### src/design/monitor_limits_consts.svh
// Offsets, field positions, reset values and counts of the monitor limits block
`ifndef MONITOR_LIMITS_CONSTS_SVH
`define MONITOR_LIMITS_CONSTS_SVH
`define HI_WARN_LIMIT_ADDR 8'h24
`define LO_WARN_LIMIT_ADDR 8'h26
`define RSVD_A_FIRST 8'h28
`define RSVD_A_LAST 8'h37
`define EXT_CAL_FIRST 8'h38
`define EXT_CAL_LAST 8'h5F
`define EXT_CAL_BYTES 40
`define TEMP_ADDR 8'h60
`define VCC_ADDR 8'h62
`define FIRST_MONITOR_INPUT_ADDR 8'h64
`define SECOND_MONITOR_INPUT_ADDR 8'h66
`define THIRD_MONITOR_INPUT_ADDR 8'h68
`define RSVD_B_FIRST 8'h6A
`define RSVD_B_LAST 8'h6D
`define LOGIC_STATES_ADDR 8'h6E
`define RSVD_COMPANION_ADDR 8'h6F
`define WARN_FLAGS_ADDR 8'h75
`define WARN_HI_BIT 7
`define WARN_LO_BIT 6
`define LS_TXD_BIT 7
`define LS_SOFT_TXD_BIT 6
`define LS_GEN_IN_BIT 5
`define LS_RATE_SELECT_INPUT_PIN_IN_BIT 4
`define LS_SOFT_RATE_SELECT_INPUT_PIN_BIT 3
`define LS_TXF_BIT 2
`define LS_RXLOS_BIT 1
`define LS_NRDY_BIT 0
`define LIMIT_RESET 16'h0000
`define EXT_CAL_RESET 8'h00
`define RSVD_READ 8'h00
`endif

### src/design/monitor_limits_pkg.sv
// Types shared by the monitor limits block
package monitor_limits_pkg;
  typedef logic [7:0] byte_t;
  typedef logic [15:0] word_t;
endpackage

### src/design/monitor_limits_and_logic_states.sv
// Third monitor warning limits, calibration bytes, results and logic-state register
// Summary of operation
// - Third monitor above high warning limit sets warning bit 7; clears when below.
// - Third monitor below low warning limit sets warning bit 6; clears when above.
// - Warning limits are 16-bit, high byte at lower address, default zero.
// - Bytes 38h..5Fh are calibration storage, default zero, read and write.
// - Temperature: signed, integer byte at 60h, fraction byte at 61h.
// - Supply voltage unsigned 16-bit, high byte 62h, low byte 63h.
// - Three monitor results unsigned 16-bit, high byte first, at 64h/66h/68h.
// - Logic-state bit 7 reads the transmit-disable pin level.
// - Soft transmit-disable bit 6 at 1 turns the current-sink enable output off.
// - Bit 5 mirrors general input pin, bit 4 mirrors rate-select input pin.
// - Rate-select output is rate-select input OR soft rate-select bit 3.
// - Bit 2 reads the level of the transmit-fault output pin.
// - Bit 1 reads the level of the receive signal-loss pin.
// - Bit 0 reads 1 while supply is below power-on threshold, else 0.
// - After reset soft bits 6 and 3 are 0; other bits track their sources.
// - Only bits 6 and 3 of the logic-state register accept writes.
`timescale 1ns/1ps
`include "monitor_limits_consts.svh"
module monitor_limits_and_logic_states #(
  parameter int CAL_BYTES = `EXT_CAL_BYTES
) (
  input wire logic clk_i,
  input wire logic rst_i,
  input wire logic [7:0] addr_i,
  input wire logic [7:0] wdata_i,
  input wire logic wr_i,
  input wire logic rd_i,
  output monitor_limits_pkg::byte_t rdata_o,
  input wire logic conv_valid_i,
  input wire logic [15:0] conv_temp_i,
  input wire logic [15:0] conv_vcc_i,
  input wire logic [15:0] conv_first_monitor_input_i,
  input wire logic [15:0] conv_second_monitor_input_i,
  input wire logic [15:0] conv_third_monitor_input_i,
  input wire logic tx_disable_pin_i,
  input wire logic general_input_pin_i,
  input wire logic rate_select_input_pin_i,
  input wire logic tx_fault_pin_i,
  input wire logic rx_signal_loss_pin_i,
  input wire logic below_power_on_analog_threshold_i,
  output logic rate_select_output_pin_o,
  output logic current_sink_enable_o,
  output monitor_limits_pkg::byte_t warn_flags_o
);
  import monitor_limits_pkg::*;

  initial begin
    if (CAL_BYTES != `EXT_CAL_BYTES) begin
      $error("CAL_BYTES must match the calibration window size");
    end
  end

  word_t hi_limit;
  word_t lo_limit;
  byte_t cal_mem [CAL_BYTES];
  word_t temp_res;
  word_t vcc_res;
  word_t first_monitor_input_res;
  word_t second_monitor_input_res;
  word_t third_monitor_input_res;
  logic soft_tx_disable;
  logic soft_rate_select;
  logic [5:0] pin_meta;
  logic [5:0] pin_sync;
  logic tx_disable_pin_status;
  logic general_input_status;
  logic rate_select_input_status;
  logic tx_fault_status;
  logic rx_signal_loss_status;
  logic not_ready_flag;
  logic warn_hi;
  logic warn_lo;
  byte_t logic_states;
  byte_t next_rdata;
  logic [7:0] cal_idx;

  // Pins come from outside the clock domain
  always_ff @(posedge clk_i or posedge rst_i) begin
    if (rst_i) begin
      pin_meta <= 6'h00;
      pin_sync <= 6'h00;
    end else begin
      pin_meta <= {tx_disable_pin_i, general_input_pin_i, rate_select_input_pin_i,
                   tx_fault_pin_i, rx_signal_loss_pin_i, below_power_on_analog_threshold_i};
      pin_sync <= pin_meta;
    end
  end

  assign tx_disable_pin_status = pin_sync[5];
  assign general_input_status = pin_sync[4];
  assign rate_select_input_status = pin_sync[3];
  assign tx_fault_status = pin_sync[2];
  assign rx_signal_loss_status = pin_sync[1];
  assign not_ready_flag = pin_sync[0];

  // Limits shadow nonvolatile storage; no write protection here
  always_ff @(posedge clk_i or posedge rst_i) begin
    if (rst_i) begin
      hi_limit <= `LIMIT_RESET;
      lo_limit <= `LIMIT_RESET;
    end else if (wr_i) begin
      unique case (addr_i)
        `HI_WARN_LIMIT_ADDR: hi_limit[15:8] <= wdata_i;
        `HI_WARN_LIMIT_ADDR + 8'h01: hi_limit[7:0] <= wdata_i;
        `LO_WARN_LIMIT_ADDR: lo_limit[15:8] <= wdata_i;
        `LO_WARN_LIMIT_ADDR + 8'h01: lo_limit[7:0] <= wdata_i;
        default: ;
      endcase
    end
  end

  assign cal_idx = addr_i - `EXT_CAL_FIRST;

  generate
    for (genvar i = 0; i < CAL_BYTES; i++) begin : g_cal
      always_ff @(posedge clk_i or posedge rst_i) begin
        if (rst_i) begin
          cal_mem[i] <= `EXT_CAL_RESET;
        end else if (wr_i && addr_i >= `EXT_CAL_FIRST && addr_i <= `EXT_CAL_LAST
                     && cal_idx == 8'(i)) begin
          cal_mem[i] <= wdata_i;
        end
      end
    end
  endgenerate

  // A whole conversion set is taken in one edge so byte pairs never tear
  always_ff @(posedge clk_i or posedge rst_i) begin
    if (rst_i) begin
      temp_res <= 16'h0000;
      vcc_res <= 16'h0000;
      first_monitor_input_res <= 16'h0000;
      second_monitor_input_res <= 16'h0000;
      third_monitor_input_res <= 16'h0000;
    end else if (conv_valid_i) begin
      temp_res <= conv_temp_i;
      vcc_res <= conv_vcc_i;
      first_monitor_input_res <= conv_first_monitor_input_i;
      second_monitor_input_res <= conv_second_monitor_input_i;
      third_monitor_input_res <= conv_third_monitor_input_i;
    end
  end

  // Flags follow the latest result; equal to a limit leaves the flag as it was
  always_ff @(posedge clk_i or posedge rst_i) begin
    if (rst_i) begin
      warn_hi <= 1'b0;
      warn_lo <= 1'b0;
    end else begin
      if (third_monitor_input_res > hi_limit) begin
        warn_hi <= 1'b1;
      end else if (third_monitor_input_res < hi_limit) begin
        warn_hi <= 1'b0;
      end
      if (third_monitor_input_res < lo_limit) begin
        warn_lo <= 1'b1;
      end else if (third_monitor_input_res > lo_limit) begin
        warn_lo <= 1'b0;
      end
    end
  end

  always_ff @(posedge clk_i or posedge rst_i) begin
    if (rst_i) begin
      warn_flags_o <= 8'h00;
    end else begin
      warn_flags_o <= 8'h00;
      warn_flags_o[`WARN_HI_BIT] <= warn_hi;
      warn_flags_o[`WARN_LO_BIT] <= warn_lo;
    end
  end

  // Soft controls; other logic-state bits ignore writes
  always_ff @(posedge clk_i or posedge rst_i) begin
    if (rst_i) begin
      soft_tx_disable <= 1'b0;
      soft_rate_select <= 1'b0;
    end else if (wr_i && addr_i == `LOGIC_STATES_ADDR) begin
      soft_tx_disable <= wdata_i[`LS_SOFT_TXD_BIT];
      soft_rate_select <= wdata_i[`LS_SOFT_RATE_SELECT_INPUT_PIN_BIT];
    end
  end

  always_ff @(posedge clk_i or posedge rst_i) begin
    if (rst_i) begin
      current_sink_enable_o <= 1'b1;
      rate_select_output_pin_o <= 1'b0;
    end else begin
      current_sink_enable_o <= !soft_tx_disable;
      rate_select_output_pin_o <= rate_select_input_status | soft_rate_select;
    end
  end

  always_comb begin
    logic_states = 8'h00;
    logic_states[`LS_TXD_BIT] = tx_disable_pin_status;
    logic_states[`LS_SOFT_TXD_BIT] = soft_tx_disable;
    logic_states[`LS_GEN_IN_BIT] = general_input_status;
    logic_states[`LS_RATE_SELECT_INPUT_PIN_IN_BIT] = rate_select_input_status;
    logic_states[`LS_SOFT_RATE_SELECT_INPUT_PIN_BIT] = soft_rate_select;
    logic_states[`LS_TXF_BIT] = tx_fault_status;
    logic_states[`LS_RXLOS_BIT] = rx_signal_loss_status;
    logic_states[`LS_NRDY_BIT] = not_ready_flag;
  end

  // Reserved and unmapped bytes read zero
  always_comb begin
    next_rdata = `RSVD_READ;
    if (addr_i >= `EXT_CAL_FIRST && addr_i <= `EXT_CAL_LAST) begin
      next_rdata = cal_mem[cal_idx[5:0]];
    end else begin
      unique case (addr_i)
        `HI_WARN_LIMIT_ADDR: next_rdata = hi_limit[15:8];
        `HI_WARN_LIMIT_ADDR + 8'h01: next_rdata = hi_limit[7:0];
        `LO_WARN_LIMIT_ADDR: next_rdata = lo_limit[15:8];
        `LO_WARN_LIMIT_ADDR + 8'h01: next_rdata = lo_limit[7:0];
        `TEMP_ADDR: next_rdata = temp_res[15:8];
        `TEMP_ADDR + 8'h01: next_rdata = temp_res[7:0];
        `VCC_ADDR: next_rdata = vcc_res[15:8];
        `VCC_ADDR + 8'h01: next_rdata = vcc_res[7:0];
        `FIRST_MONITOR_INPUT_ADDR: next_rdata = first_monitor_input_res[15:8];
        `FIRST_MONITOR_INPUT_ADDR + 8'h01: next_rdata = first_monitor_input_res[7:0];
        `SECOND_MONITOR_INPUT_ADDR: next_rdata = second_monitor_input_res[15:8];
        `SECOND_MONITOR_INPUT_ADDR + 8'h01: next_rdata = second_monitor_input_res[7:0];
        `THIRD_MONITOR_INPUT_ADDR: next_rdata = third_monitor_input_res[15:8];
        `THIRD_MONITOR_INPUT_ADDR + 8'h01: next_rdata = third_monitor_input_res[7:0];
        `LOGIC_STATES_ADDR: next_rdata = logic_states;
        `WARN_FLAGS_ADDR: next_rdata = warn_flags_o;
        default: next_rdata = `RSVD_READ;
      endcase
    end
  end

  always_ff @(posedge clk_i or posedge rst_i) begin
    if (rst_i) begin
      rdata_o <= 8'h00;
    end else if (rd_i) begin
      rdata_o <= next_rdata;
    end else begin
      rdata_o <= 8'h00;
    end
  end
endmodule

### config.mk
export PLATFORM = sky130hd
export DESIGN_NAME = monitor_limits_and_logic_states
export DESIGN_NICKNAME = d
export VERILOG_FILES = /design/src/design/monitor_limits_pkg.sv /design/src/design/monitor_limits_and_logic_states.sv
export VERILOG_INCLUDE_DIRS = /design/src /design/src/design
export SDC_FILE = /design/constraint.sdc
export NUM_CORES = 1
export LEC_CHECK = 0
export ABC_CLOCK_PERIOD_IN_PS = 31700
export CORE_ASPECT_RATIO = 0.5
export CORE_MARGIN = 1.5
export CORE_UTILIZATION = 40
export CTS_CLUSTER_DIAMETER = 120
export DETAILED_ROUTE_END_ITERATION = 10
export DONT_BUFFER_PORTS = 1
export GPL_ROUTABILITY_DRIVEN = 0
export GPL_TIMING_DRIVEN = 1
export REMOVE_ABC_BUFFERS = 1
export SYNTH_ARGS = -nofsm -noshare
export SYNTH_HDL_FRONTEND = slang
export SYNTH_SLANG_ARGS = --single-unit
### constraint.sdc
create_clock -name clk_i -period 31.7 [get_ports clk_i]
set_input_delay 3.17 -clock clk_i [delete_from_list [all_inputs] [get_ports clk_i]]
set_output_delay 3.17 -clock clk_i [all_outputs]
set_load 0.05 [all_outputs]
---- After elaboration in Yosys (flattened, before gate mapping) ----
Cells that the tools add are included.
W data, S select, Z words.
cells by class
  $add $sub $neg .......................... 1
  order comparisons ....................... 7
  equal/unequal tests ..................... 55
  muxes and demuxes ....................... 10
  bitwise gates (word level) .............. 2
  reductions and logical operators ........ 52
operator list
  cell                   count
  $eq A8 B5 Y1 const B   16
  $pmux W8 S16           1
  $eq A8 B6 Y1 const B   12
  $eq A8 B7 Y1 const B   12
  $eq A8 B4 Y1 const B   8
  $bmux W8 S6            1
  $logic_and A1 B1 Y1    44
  $eq A8 B3 Y1 const B   4
  $gt A16 B16 Y1         2
  $lt A16 B16 Y1         2
  $mux W8                4
  $eq A8 B2 Y1 const B   2
  $eq A8 B1 Y1 const B   1
  $ge A8 B6 Y1 const B   1
  $le A8 B7 Y1 const B   1
  $logic_not A8 Y1       1
  $reduce_and A2 Y1      4
  $sub A8 B6 Y8 const B  1
  $ge A7 B7 Y1 const B   1
  $not A6 Y7             1
  $mux W1                4
  $reduce_bool A2 Y1     2
  $logic_not A1 Y1       1
  $or A1 B1 Y1           1
word-level totals
  bits in registers ....................... 460
  input port bits ......................... 107
  output and inout bits ................... 18
  logic and storage cells ................. 186

---- Longest topological paths before layout ----
Gate-level depths: netlist of run 1.
  depth in word-level cells ............... 7
  mapped depth ............................ 10
  gate-level depth less buffers ........... 8

---- Worst setup path before layout of run 1 ----
OpenSTA, ideal clock, no wires.
  path kind ............................... input to register
  start point ............................. in addr_i[1]
  end point ............................... reg rdata_o[5]
  setup time .............................. 0.133 ns
  arrival ................................. 4.899 ns
  data required time ...................... 31.567 ns
  slack ................................... 26.668 ns
  stages .................................. 9
  buffers on the path ..................... 4
  cells stage by stage .................... buf_4 -> buf_4 -> buf_2 -> buf_2 -> mux4_2 -> a22oi_1 -> o31ai_1 -> o31ai_1 -> o41ai_1
on the way
  longest elaborated chain between the ends .. 7
  elaborated cells between the ends (all ways) .. 27
  those cells by class .................... 1 x add/sub; 2 x order compare; 16 x eq/ne; 6 x mux; 1 x bitwise; 1 x reduce/logical
RTL lines
  item                                        line                                    text
  start, declared                             monitor_limits_and_logic_states.sv:26   input wire logic [7:0] addr_i,
  $sub A8 B6 Y8 (no line)                     -
  $not A6 Y7 (implied by the code)            monitor_limits_and_logic_states.sv:212  next_rdata = cal_mem[cal_idx[5:0]];
  $bmux W8 S6                                 monitor_limits_and_logic_states.sv:212
  $mux W8 (implied by the code) (2 in a row)  monitor_limits_and_logic_states.sv:212
  $mux W8 (*)                                 monitor_limits_and_logic_states.sv:211  if (addr_i >= `EXT_CAL_FIRST && addr_i <= `EXT_CAL_LAST) begin
  $mux W8 (*)                                 monitor_limits_and_logic_states.sv:239  end else if (rd_i) begin
  end signal, assigned                        monitor_limits_and_logic_states.sv:240  rdata_o <= next_rdata;
  end, declared                               monitor_limits_and_logic_states.sv:30   output monitor_limits_pkg::byte_t rdata_o,
Mark *: on every way between the ends. The rest lies on a longest branch, timed or not. The select of a mux whose other input is x is not followed.
A chain may end at the register's enable or synchronous reset.

---- Final worst setup path of run 1 ----
  start point ............................. in addr_i[3]
  end point ............................... reg cal_mem[9] in the netlist's numbering
on the way
  longest elaborated chain between the ends .. 4
  elaborated cells between the ends (all ways) .. 7
  those cells by class .................... 1 x add/sub; 2 x order compare; 1 x eq/ne; 3 x reduce/logical
RTL lines
  item                                                   line                                    text
  branches (longest 3 deep; another with $sub A8 B6 Y8)  -
  $logic_and A1 B1 Y1 (*)                                monitor_limits_and_logic_states.sv:121  end else if (wr_i && addr_i >= `EXT_CAL_FIRST && addr_i <= `EXT_CAL_LAST
  end signal, assigned by index                          monitor_limits_and_logic_states.sv:120  cal_mem[i] <= `EXT_CAL_RESET;
  end signal, assigned by index                          monitor_limits_and_logic_states.sv:123  cal_mem[i] <= wdata_i;
  end, declared                                          monitor_limits_and_logic_states.sv:57   byte_t cal_mem [CAL_BYTES];
Mark *: on every way between the ends.

==> run_results.csv, run 1 <==
group,metric,value,unit
clock_network,holdBufCountCts,0,
synthesis,synth_warnings,0,
timing,slew_headroom,0.269,
clock_network,cts_resized,0,
detailed_routing,wire_per_inst,26.0,um
grt,grt_max_degree,137,
synthesis,avgSynthCellArea,14.3,um^2
timing,min_period,4900,ps
cells_and_area,nets,1618,
synthesis,synth_cells,1531,
detailed_routing,totalWireLength,57800,um
cells_and_area,final_cells,2225,
clock_network,cts_buffer_depth,3,
worst_setup_path,worstPathRequired,32140,ps
synthesis,synth_edf_count,0,
timing,max_freq,204,MHz
timing,finalCritPeriodShare,0.155,
synthesis,async_flop_share,1.00,
placement,port_buffers,0,
clock_network,cts_tree,"done",
synthesis,ys.flop_type,"dfrtp_1",
synthesis,synth_area_leaders,"dfrtp_1 52%, mux2_2 22%, mux4_2 8.8%",
worst_setup_path,cp.arrival,5350,ps
timing,finalMaxSlewViolations,0,
worst_setup_path,crit_fanout,32,
worst_setup_path,crit_type,"in2reg",
floorplanning,fp.dieW,334,um
detailed_routing,dr.pass1.iters,5,
timing,tns,0,ps
timing,fin_worst_skew,13.6,ps
clock_network,postCtsSetupBuffers,0,
pwr,seq_power_share,0.502,
cells_and_area,drive_gt1_frac,0.420,
pwr,p_switching,0.301,mW
pwr,clkPwrFrac,0.420,
grt,grt.overflow.total,0,
timing,rsz0062_at_grt,"no",
clock_network,numCtsBuffers,44,
synthesis,ys_seq_area_frac,0.524,
synthesis,synth_top_area_cell,"dfrtp_1",
synthesis,yosysMostFrequentCell,"dfrtp_1",
timing,finalWorstSetupSlack,26800,ps
pwr,switching_share,0.235,
worst_setup_path,cp_cell_sequence,"ha_1, or4b_2, nor2_4, nand2_2, mux2_1",
pwr,internal-power,0.978,mW
timing,worst_pin_slew,1100,ps
grt,grt_pass1_wl,88900,um
outcome,status,"complete, no violations",
worst_setup_path,critPathLaunchType,"input port",
cells_and_area,num_antenna_cells,0,
placement,hpwl,38400,um
grt,grt_pass1_vias,14000,
clock_network,clock_sinks,460,
floorplanning,die_height,169,um
pwr,p_comb_frac,0.078,
pwr,vdd_drop_max,0.0000290,V
grt,antenna_found_initial,0,
floorplanning,initial_utilization,0.407,
floorplanning,core,54000,um^2
floorplanning,ios,125,
clock_network,clk_pin_slew,70,ps
cells_and_area,synthToLayoutAreaGrowth,8.91,%
timing,hold_violations,0,
detailed_routing,ant_nets,0,
min_path,hold_class,"reg2reg",
pwr,powerDensity,53.4,nW/um^2
detailed_routing,drc_errors,0,
clock_network,htree_levels,2,
pwr,power.leakage,11.0,nW
clock_network,insertion_delay,570,ps
worst_setup_path,crit_slowest_cell,"or4b_2",
synthesis,synth_seq_cells,460,
clock_network,cts_root_buffer,"clkbuf_16",
floorplanning,dieArea,56400,um^2
synthesis,ys_types,68,
timing,finalSetupViolCount,0,
synthesis,synthTopCellsByCount,"459 x dfrtp_1, 421 x mux2_2, 86 x mux4_2",
grt,grt_usage,0.207,
detailed_routing,drt_iter0_drc,939,
detailed_routing,viasPerCell,5.85,
placement,place_worst_setup_slack,26220,ps
placement,dp.cells,2145,
run,drv_cap,0,
floorplanning,rows,60,
worst_setup_path,cp_slowest_stage_delay,810,ps
detailed_routing,num_vias,13000,
synthesis,synth_top_cell_area_share,0.523,
synthesis,synth_area,22000,um^2
worst_setup_path,end_kind,"flop",
worst max-delay path: cells and delay by family:
kind	cells	cell delay, ps
simple gates	3	1290
fa+ha+maj	1	470
mux	1	400
metal layers:
metal | GRT usage | share of wire | vias up
met2 | 0.344 | 0.49 | 338
met4 | 0.0532 | 0.024 | 0
met5 | 0 | 0 | -
li1 | - | - | 5571
met3 | 0.0343 | 0.053 | 78
met1 | 0.284 | 0.44 | 7032
path summary, 6_finish.rpt:
check / startpoint / cells after the start / slack (ps) / to
setup / recovery: addr_i[3] / 5 / 26800 / cal_mem[9]
hold / removal: pin_meta[2] / 0 / 350 / pin_sync[2]
setup reg to reg: second_monitor_input_res[5] / 5 / 29560 / rdata_o[5]
hold reg to reg: pin_meta[2] / 0 / 350 / pin_sync[2]
max in group asynchronous: rst_i / 2 / 27300 / cal_mem[247]
min in group asynchronous: rst_i / 1 / 2670 / cal_mem[288]
power groups by stage:
stage | Clock (mW) | Sequential (mW) | Combinational [mW]
2_1_floorplan | 0 | 0.643 | 0.0770
5_1_grt | 0.573 | 0.645 | 0.109
3_3_place_gp | 0 | 0.651 | 0.0971
3_5_place_dp | 0 | 0.653 | 0.100
6_report | 0.537 | 0.642 | 0.100
4_1_cts | 0.550 | 0.642 | 0.101
logic make-up (layout without fill, tap and decap cells):
family,after synthesis,count (layout),share of synthesized area
other,1,6,0.000171
and+or+nand+nor,189,189,0.0564
AOI/OAI and AO/OA,145,145,0.0447
adders and majority gates,33,33,0.0188
buffers and inverters,155,131,0.0318
muxes,547,547,0.324
xor gates and xnor gates,1,1,0.000399
DFF,460,460,0.524
final cells by class:
type | instances | area (um^2)
Clock buffer | 69 | 1350
Clock inverter | 11 | 133
Fill cell | 4680 | 30100
Inverter | 38 | 150
Multi-Input combinational cell | 921 | 9790
Sequential cell | 460 | 11500
Tap cell | 713 | 892
Timing Repair Buffer | 13 | 97.6
state kept, by name, indices dropped and copies added (netlist names):
signal,cells
rdata_o,8
warn_flags_o,2
second_monitor_input_res,16
pin_meta,6
vcc_res,16
cal_mem,320
first_monitor_input_res,16
lo_limit,16
rate_select_output_pin_o,1
warn_hi,1
soft_rate_select,1
hi_limit,16
temp_res,16
warn_lo,1
third_monitor_input_res,16
current_sink_enable_o,1
soft_tx_disable,1
pin_sync,6
through the flow:
| stage | hold WS (ps) | total power [mW] | instance area (um^2) | util |
|---|---|---|---|---|
| 2_1_floorplan | 331 | 0.720 | 21400 | - |
| 6_report | 352 | 1.28 | 23900 | 0.443 |
| 3_5_place_dp | 339 | 0.753 | 22400 | 0.416 |
| 3_3_place_gp | 334 | 0.748 | 22400 | 0.416 |
| 5_1_grt | 357 | 1.33 | 23900 | 0.443 |
| 4_1_cts | 353 | 1.29 | 23900 | 0.443 |
cell usage in the layout, fill, tap and decap left out, drive strengths merged, types with 9 or more instances in the layout:
cell type	count
a22oi	12
a21oi	23
inv	38
nor2	25
ha	33
buf	13
nand2	41
clkbuf	69
nor3	13
a21o	11
nand2b	9
nor2b	10
nand3b	9
dfrtp	459
and3	13
mux4	86
o21ai	28
nand3	38
mux2i	19
o22ai	17
mux2	442
(Power assumes the default switching activity.)
==> run 2: changes to the inputs <==
ABC_CLOCK_PERIOD_IN_PS = 5000   (was 31700)
clock period = 5 ns   (was 31.7 ns; I/O delays follow)
==> run_results.csv, run 2 (same netlist as run 1, synthesis figures left out) <==
group,metric,value,unit
grt,grt_usage,0.207,
pwr,total_power,8.26,mW
worst_setup_path,cp.arrival,3110,ps
floorplanning,ios,125,
placement,port_buffers,0,
cells_and_area,drive_gt1_frac,0.418,
worst_setup_path,worstPathRequired,5450,ps
detailed_routing,dr.pass1.iters,5,
cells_and_area,final_cell_mix,"459 x dfrtp_1, 421 x mux2_2, 86 x mux4_2, 46 x clkbuf_16, 36 x inv_1",
cells_and_area,synthToLayoutAreaGrowth,9.54,%
timing,finalCritPeriodShare,0.532,
floorplanning,initial_utilization,0.407,
outcome,status,"complete, no violations",
timing,hold_violations,0,
grt,grt_max_degree,167,
cells_and_area,largest_register_ffs,320,
timing,slew_headroom,0.275,
timing,hold_ws,75.9,ps
detailed_routing,viasPerCell,5.86,
detailed_routing,drc_errors,0,
timing,min_period,2660,ps
clock_network,htree_levels,2,
cells_and_area,multi_input_area,9780,um^2
detailed_routing,totalWireLength,58000,um
floorplanning,core,54000,um^2
detailed_routing,drt_iter0_drc,992,
floorplanning,fp.dieW,334,um
detailed_routing,ant_nets,0,
worst_setup_path,crit_type,"in2reg",
min_path,hold_class,"in2reg",
clock_network,clock_sinks,460,
cells_and_area,register_area,11500,um^2
timing,rsz0062_at_grt,"no",
placement,dp.cells,2146,
cells_and_area,largest-register,"cal_mem",
floorplanning,die_height,169,um
clock_network,cts_buffer_depth,3,
clock_network,clk_pin_slew,60,ps
detailed_routing,num_vias,13100,
timing,finalSetupViolCount,0,
cells_and_area,fillers,4729,
clock_network,cts_root_buffer,"clkbuf_16",
pwr,vdd_drop_max,0.000193,V
run,drv_cap,0,
worst_setup_path,crit_fanout,32,
clock_network,numCtsBuffers,44,
timing,tns,0,ps
timing,finalMaxSlewViolations,0,
pwr,power.leakage,11.0,nW
grt,grt.overflow.total,0,
clock_network,cts_resized,0,
cells_and_area,final_common_cell,"dfrtp_1",
placement,hpwl,38000,um
timing,worst_pin_slew,1080,ps
grt,grt_pass1_wl,88400,um
worst_setup_path,critPathLaunchType,"input port",
grt,antenna_found_initial,1,
cells_and_area,nets,1626,
floorplanning,rows,60,
cells_and_area,final_cells,2232,
grt,grt_pass1_vias,13900,
pwr,powerDensity,343,nW/um^2
clock_network,insertion_delay,570,ps
clock_network,cts_tree,"done",
detailed_routing,wire_per_inst,26.0,um
timing,fin_worst_skew,19.7,ps
worst_setup_path,end_kind,"flop",
floorplanning,dieArea,56400,um^2
timing,max_freq,376,MHz
## run 2: cell types whose count changed in the layout (fill, tap and decap cells not counted), moves of 2 or more
cell	delta
buf_12	+2
bufinv_16	+4
clkbuf_1	-2
clkbuf_8	-5
dlygate4sd3_1	+7
## run 2: path summary, 6_finish.rpt
kind	slack [ps]	from	cells after the start	endpoint
max	2340	addr_i[3]	6	cal_mem[271]
min	80	conv_third_monitor_input_i[0]	2	third_monitor_input_res[0]
max reg2reg	2700	lo_limit[3]	5	rdata_o[3]
min reg2reg	360	pin_meta[0]	0	pin_sync[0]
max in group asynchronous	3150	rst_i	3	hi_limit[12]
min in group asynchronous	490	rst_i	2	cal_mem[299]
## run 2: power by group
| part | switching, mW | leakage, nW | internal, mW |
|---|---|---|---|
| clock network | 1.46 | 0.741 | 2.09 |
| logic | 0.324 | 4.12 | 0.326 |
| registers | 0.152 | 6.15 | 3.92 |
## run 2: repair_timing
action,CTS,global route
setup endpoints to repair,0,0
hold buffers,7,0
setup buffers,0,0
endpoints found under the hold margin,71,0
## run 2: cell type report
cell class              instances  share of cell area
diodes                          1            0.000104
clock inverters                16              0.0104
inverters                      38             0.00624
multi-input cells             921               0.407
clock buffers                  62              0.0528
flip-flops and latches        460               0.478
repair buffers                 21             0.00832
well taps                     713              0.0371
## run 2: routing by layer
metal  part of all wire  global-route usage
met1               0.43               0.276
met4              0.023              0.0536
met2               0.49               0.347
met5                  0                   0
met3              0.056              0.0396
## run 2: per-stage QoR
stage               cell area, um^2   util  worst slack, ps
floorplan                     21400      -            -8320
global placement              22500  0.416             1890
detailed placement            22500  0.416             1780
CTS                           24100  0.446             2370
global route                  24100  0.446             2260
finish                        24100  0.446             2340
## run 2: critical path, cell delays in order
cell     delay, ps
ha_1           250
mux2_4         340
nor4b_4        890
buf_4          320
and3_1         400
mux2_2         380
==> run 3: changes to the inputs <==
ABC_AREA = 1   (was not set)
ABC_CLOCK_PERIOD_IN_PS = 2280   (was 5000)
clock period = 2.28 ns   (was 5 ns; I/O delays follow)
==> run_results.csv, run 3 <==
group,metric,value,unit
outcome,status,"complete, no violations",
worst_setup_path,end_kind,"flop",
floorplanning,fp.dieW,342,um
worst_setup_path,cp.arrival,2100,ps
cells_and_area,drive_gt1_frac,0.104,
pwr,powerDensity,691,nW/um^2
detailed_routing,drc_errors,0,
synthesis,ys_seq_area_frac,0.501,
synthesis,synth_edf_count,0,
synthesis,synth_top_family_by_area,"simple AND/OR/NAND/NOR gates",
detailed_routing,drt_iter0_drc,1780,
synthesis,synthTopCellsByCount,"1065 x nand2_1, 459 x dfrtp_1, 336 x o21ai_0",
timing,fin_worst_skew,15.6,ps
pwr,power.leakage,13.2,nW
cells_and_area,synthToLayoutAreaGrowth,18.1,%
clock_network,clk_pin_slew,60,ps
worst_setup_path,cp_cell_sequence,"ha_1, nand2_1, o21ai_0, nand2_1, o211ai_1, nand2_1, nand2_1, o21ai_0",
worst_setup_path,crit_family,"compound AO/OA/AOI/OAI gates",
clock_network,postCtsSetupBuffers,0,
clock_network,htree_levels,2,
cells_and_area,final_cells,3823,
grt,antenna_found_initial,1,
pwr,p_comb_frac,0.109,
clock_network,cts_resized,0,
synthesis,synth_compound_area_frac,0.0958,
synthesis,yosysMostFrequentCell,"nand2_1",
clock_network,clock_sinks,460,
synthesis,synthMuxAreaShare,0.0387,
pwr,switching_share,0.260,
timing,min_period,1640,ps
cells_and_area,nets,3171,
cells_and_area,largest-register,"cal_mem",
worst_setup_path,startpoint,"third_monitor_input_res[3]",
floorplanning,ios,125,
worst_setup_path,critPathLaunchType,"flop",
worst_setup_path,cp_common_cell,"nand2_1",
detailed_routing,num_vias,19200,
synthesis,synth_area,23000,um^2
worst_setup_path,crit_slowest_cell,"dfrtp_1",
cells_and_area,utilization,0.483,
worst_setup_path,cp.depth,8,
clock_network,numCtsBuffers,46,
pwr,internal-power,13.9,mW
cells_and_area,num_antenna_cells,0,
timing,rsz0062_at_grt,"no",
worst_setup_path,cp_slowest_stage_delay,450,ps
timing,worst_pin_slew,721,ps
synthesis,synth-simple-area-share,0.268,
worst_setup_path,reg2reg_from,"third_monitor_input_res[3]",
detailed_routing,totalWireLength,68500,um
worst_setup_path,r2r_end,"warn_lo",
pwr,total_power,18.7,mW
cells_and_area,final_cell_mix,"1065 x nand2_1, 459 x dfrtp_1, 336 x o21ai_0, 244 x inv_1, 181 x nor2_1",
synthesis,ys.flop_type,"dfrtp_1",
worst_setup_path,cp.buffers_inverters,0,
timing,finalMaxSlewViolations,0,
synthesis,synth_area_leaders,"dfrtp_1 50%, nand2_1 17%, o21ai_0 7.3%",
worst_setup_path,ff2ff_setup_slack,640,ps
timing,finalSetupViolCount,0,
timing,hold_ws,41.0,ps
synthesis,synth_cells,2897,
placement,port_buffers,0,
cells_and_area,fillers,5412,
synthesis,ys_types,38,
worst_setup_path,worstPathRequired,2730,ps
floorplanning,dieArea,58900,um^2
min_path,hold_class,"in2reg",
floorplanning,rows,61,
pwr,seq_power_share,0.465,
grt,grt_pass1_vias,18600,
pwr,p_switching,4.87,mW
synthesis,avgSynthCellArea,7.93,um^2
clock_network,holdBufCountCts,170,
detailed_routing,ant_nets,0,
synthesis,synth_top_cell_area_share,0.500,
floorplanning,core,56100,um^2
worst_setup_path,crit_end,"warn_lo",
pwr,vdd_drop_max,0.000582,V
detailed_routing,viasPerCell,5.01,
grt,grt_pass1_wl,108000,um
synthesis,synth_seq_cells,460,
synthesis,yosys.area_share.xor_xnor,0.000381,
timing,finalCritPeriodShare,0.721,
detailed_routing,wire_per_inst,17.9,um
timing,slew_headroom,0.519,
cells_and_area,largest_register_ffs,320,
placement,dp.cells,3569,
timing,hold_violations,0,
pwr,clkPwrFrac,0.426,
timing,max_freq,609,MHz
worst_setup_path,worst-r2r-cell-count,8,
run,drv_cap,0,
clock_network,cts_tree,"done",
synthesis,synth_top_area_cell,"dfrtp_1",
grt,grt.overflow.total,0,
placement,hpwl,42500,um
clock_network,cts_buffer_depth,3,
synthesis,synthAdderAreaFrac,0.0180,
synthesis,async_flop_share,1.00,
grt,grt_usage,0.235,
cells_and_area,final_common_cell,"nand2_1",
clock_network,cts_root_buffer,"clkbuf_16",
worst_setup_path,crit_fanout,4,
worst_setup_path,crit_type,"reg2reg",
clock_network,insertion_delay,570,ps
detailed_routing,dr.pass1.iters,5,
synthesis,synth_warnings,0,
grt,grt_max_degree,117,
floorplanning,die_height,172,um
floorplanning,initial_utilization,0.409,
## run 3: how the worst min path moves through the flow
stage                                      startpoint          end  slack, ps  cells past startpoint
finish                                           wr_i  lo_limit[6]         40                      3
floorplan           below_power_on_analog_threshold_i  pin_meta[0]        260                      0
global placement                                rst_i  pin_sync[1]        110                      1
CTS                                              wr_i  lo_limit[6]         10                      3
detailed placement                              rst_i  pin_sync[1]        120                      1
global route                                     wr_i  lo_limit[1]         30                      3
## run 3: layout make-up
| class | instances | area [um^2] | share of cell area |
|---|---|---|---|
| inverters | 250 | 947 | 0.0349 |
| flip-flops and latches | 460 | 11500 | 0.425 |
| repair buffers | 249 | 2460 | 0.0906 |
| multi-input cells | 2024 | 9690 | 0.357 |
| well taps | 756 | 946 | 0.0349 |
| clock inverters | 23 | 239 | 0.00881 |
| clock buffers | 61 | 1330 | 0.0490 |
## run 3: worst min-delay path, stage by stage
cell and delay, ps:
nand2_1 40, buf_4 200, o21ai_0 90
## run 3: kinds of logic after synthesis
group / count (synthesis)
mux: 79
xor+xnor: 1
buf+inv: 418
other cells: 1
compound gates: 423
flops: 460
simple gates: 1482
fa+ha+maj: 33
## run 3: power by group through the flow
stage	combinational (mW)	sequential, mW	clock, mW
2_1_floorplan	1.08	8.79	0
3_3_place_gp	1.66	8.84	0
3_5_place_dp	1.69	8.84	0
4_1_cts	2.02	8.69	8.08
5_1_grt	2.27	8.73	8.44
6_report	2.05	8.70	7.98
## run 3: through the flow
step | setup TNS [ps] | instance area [um^2] | setup WS (ps)
after floorplan | -5150770 | 22100 | -10770
after global placement | 0 | 23800 | 91.3
final | 0 | 27100 | 637
after global routing | 0 | 27100 | 484
after CTS | 0 | 27100 | 644
after detailed placement | 0 | 23800 | 77.4
## run 3: metal layers
layer | up-vias | wire length, um | track usage
li1 | 9389 | - | -
met1 | 9104 | 30900 | 0.323
met2 | 564 | 31900 | 0.390
met3 | 115 | 3980 | 0.0335
met4 | 0 | 1640 | 0.0665
met5 | - | 0 | 0
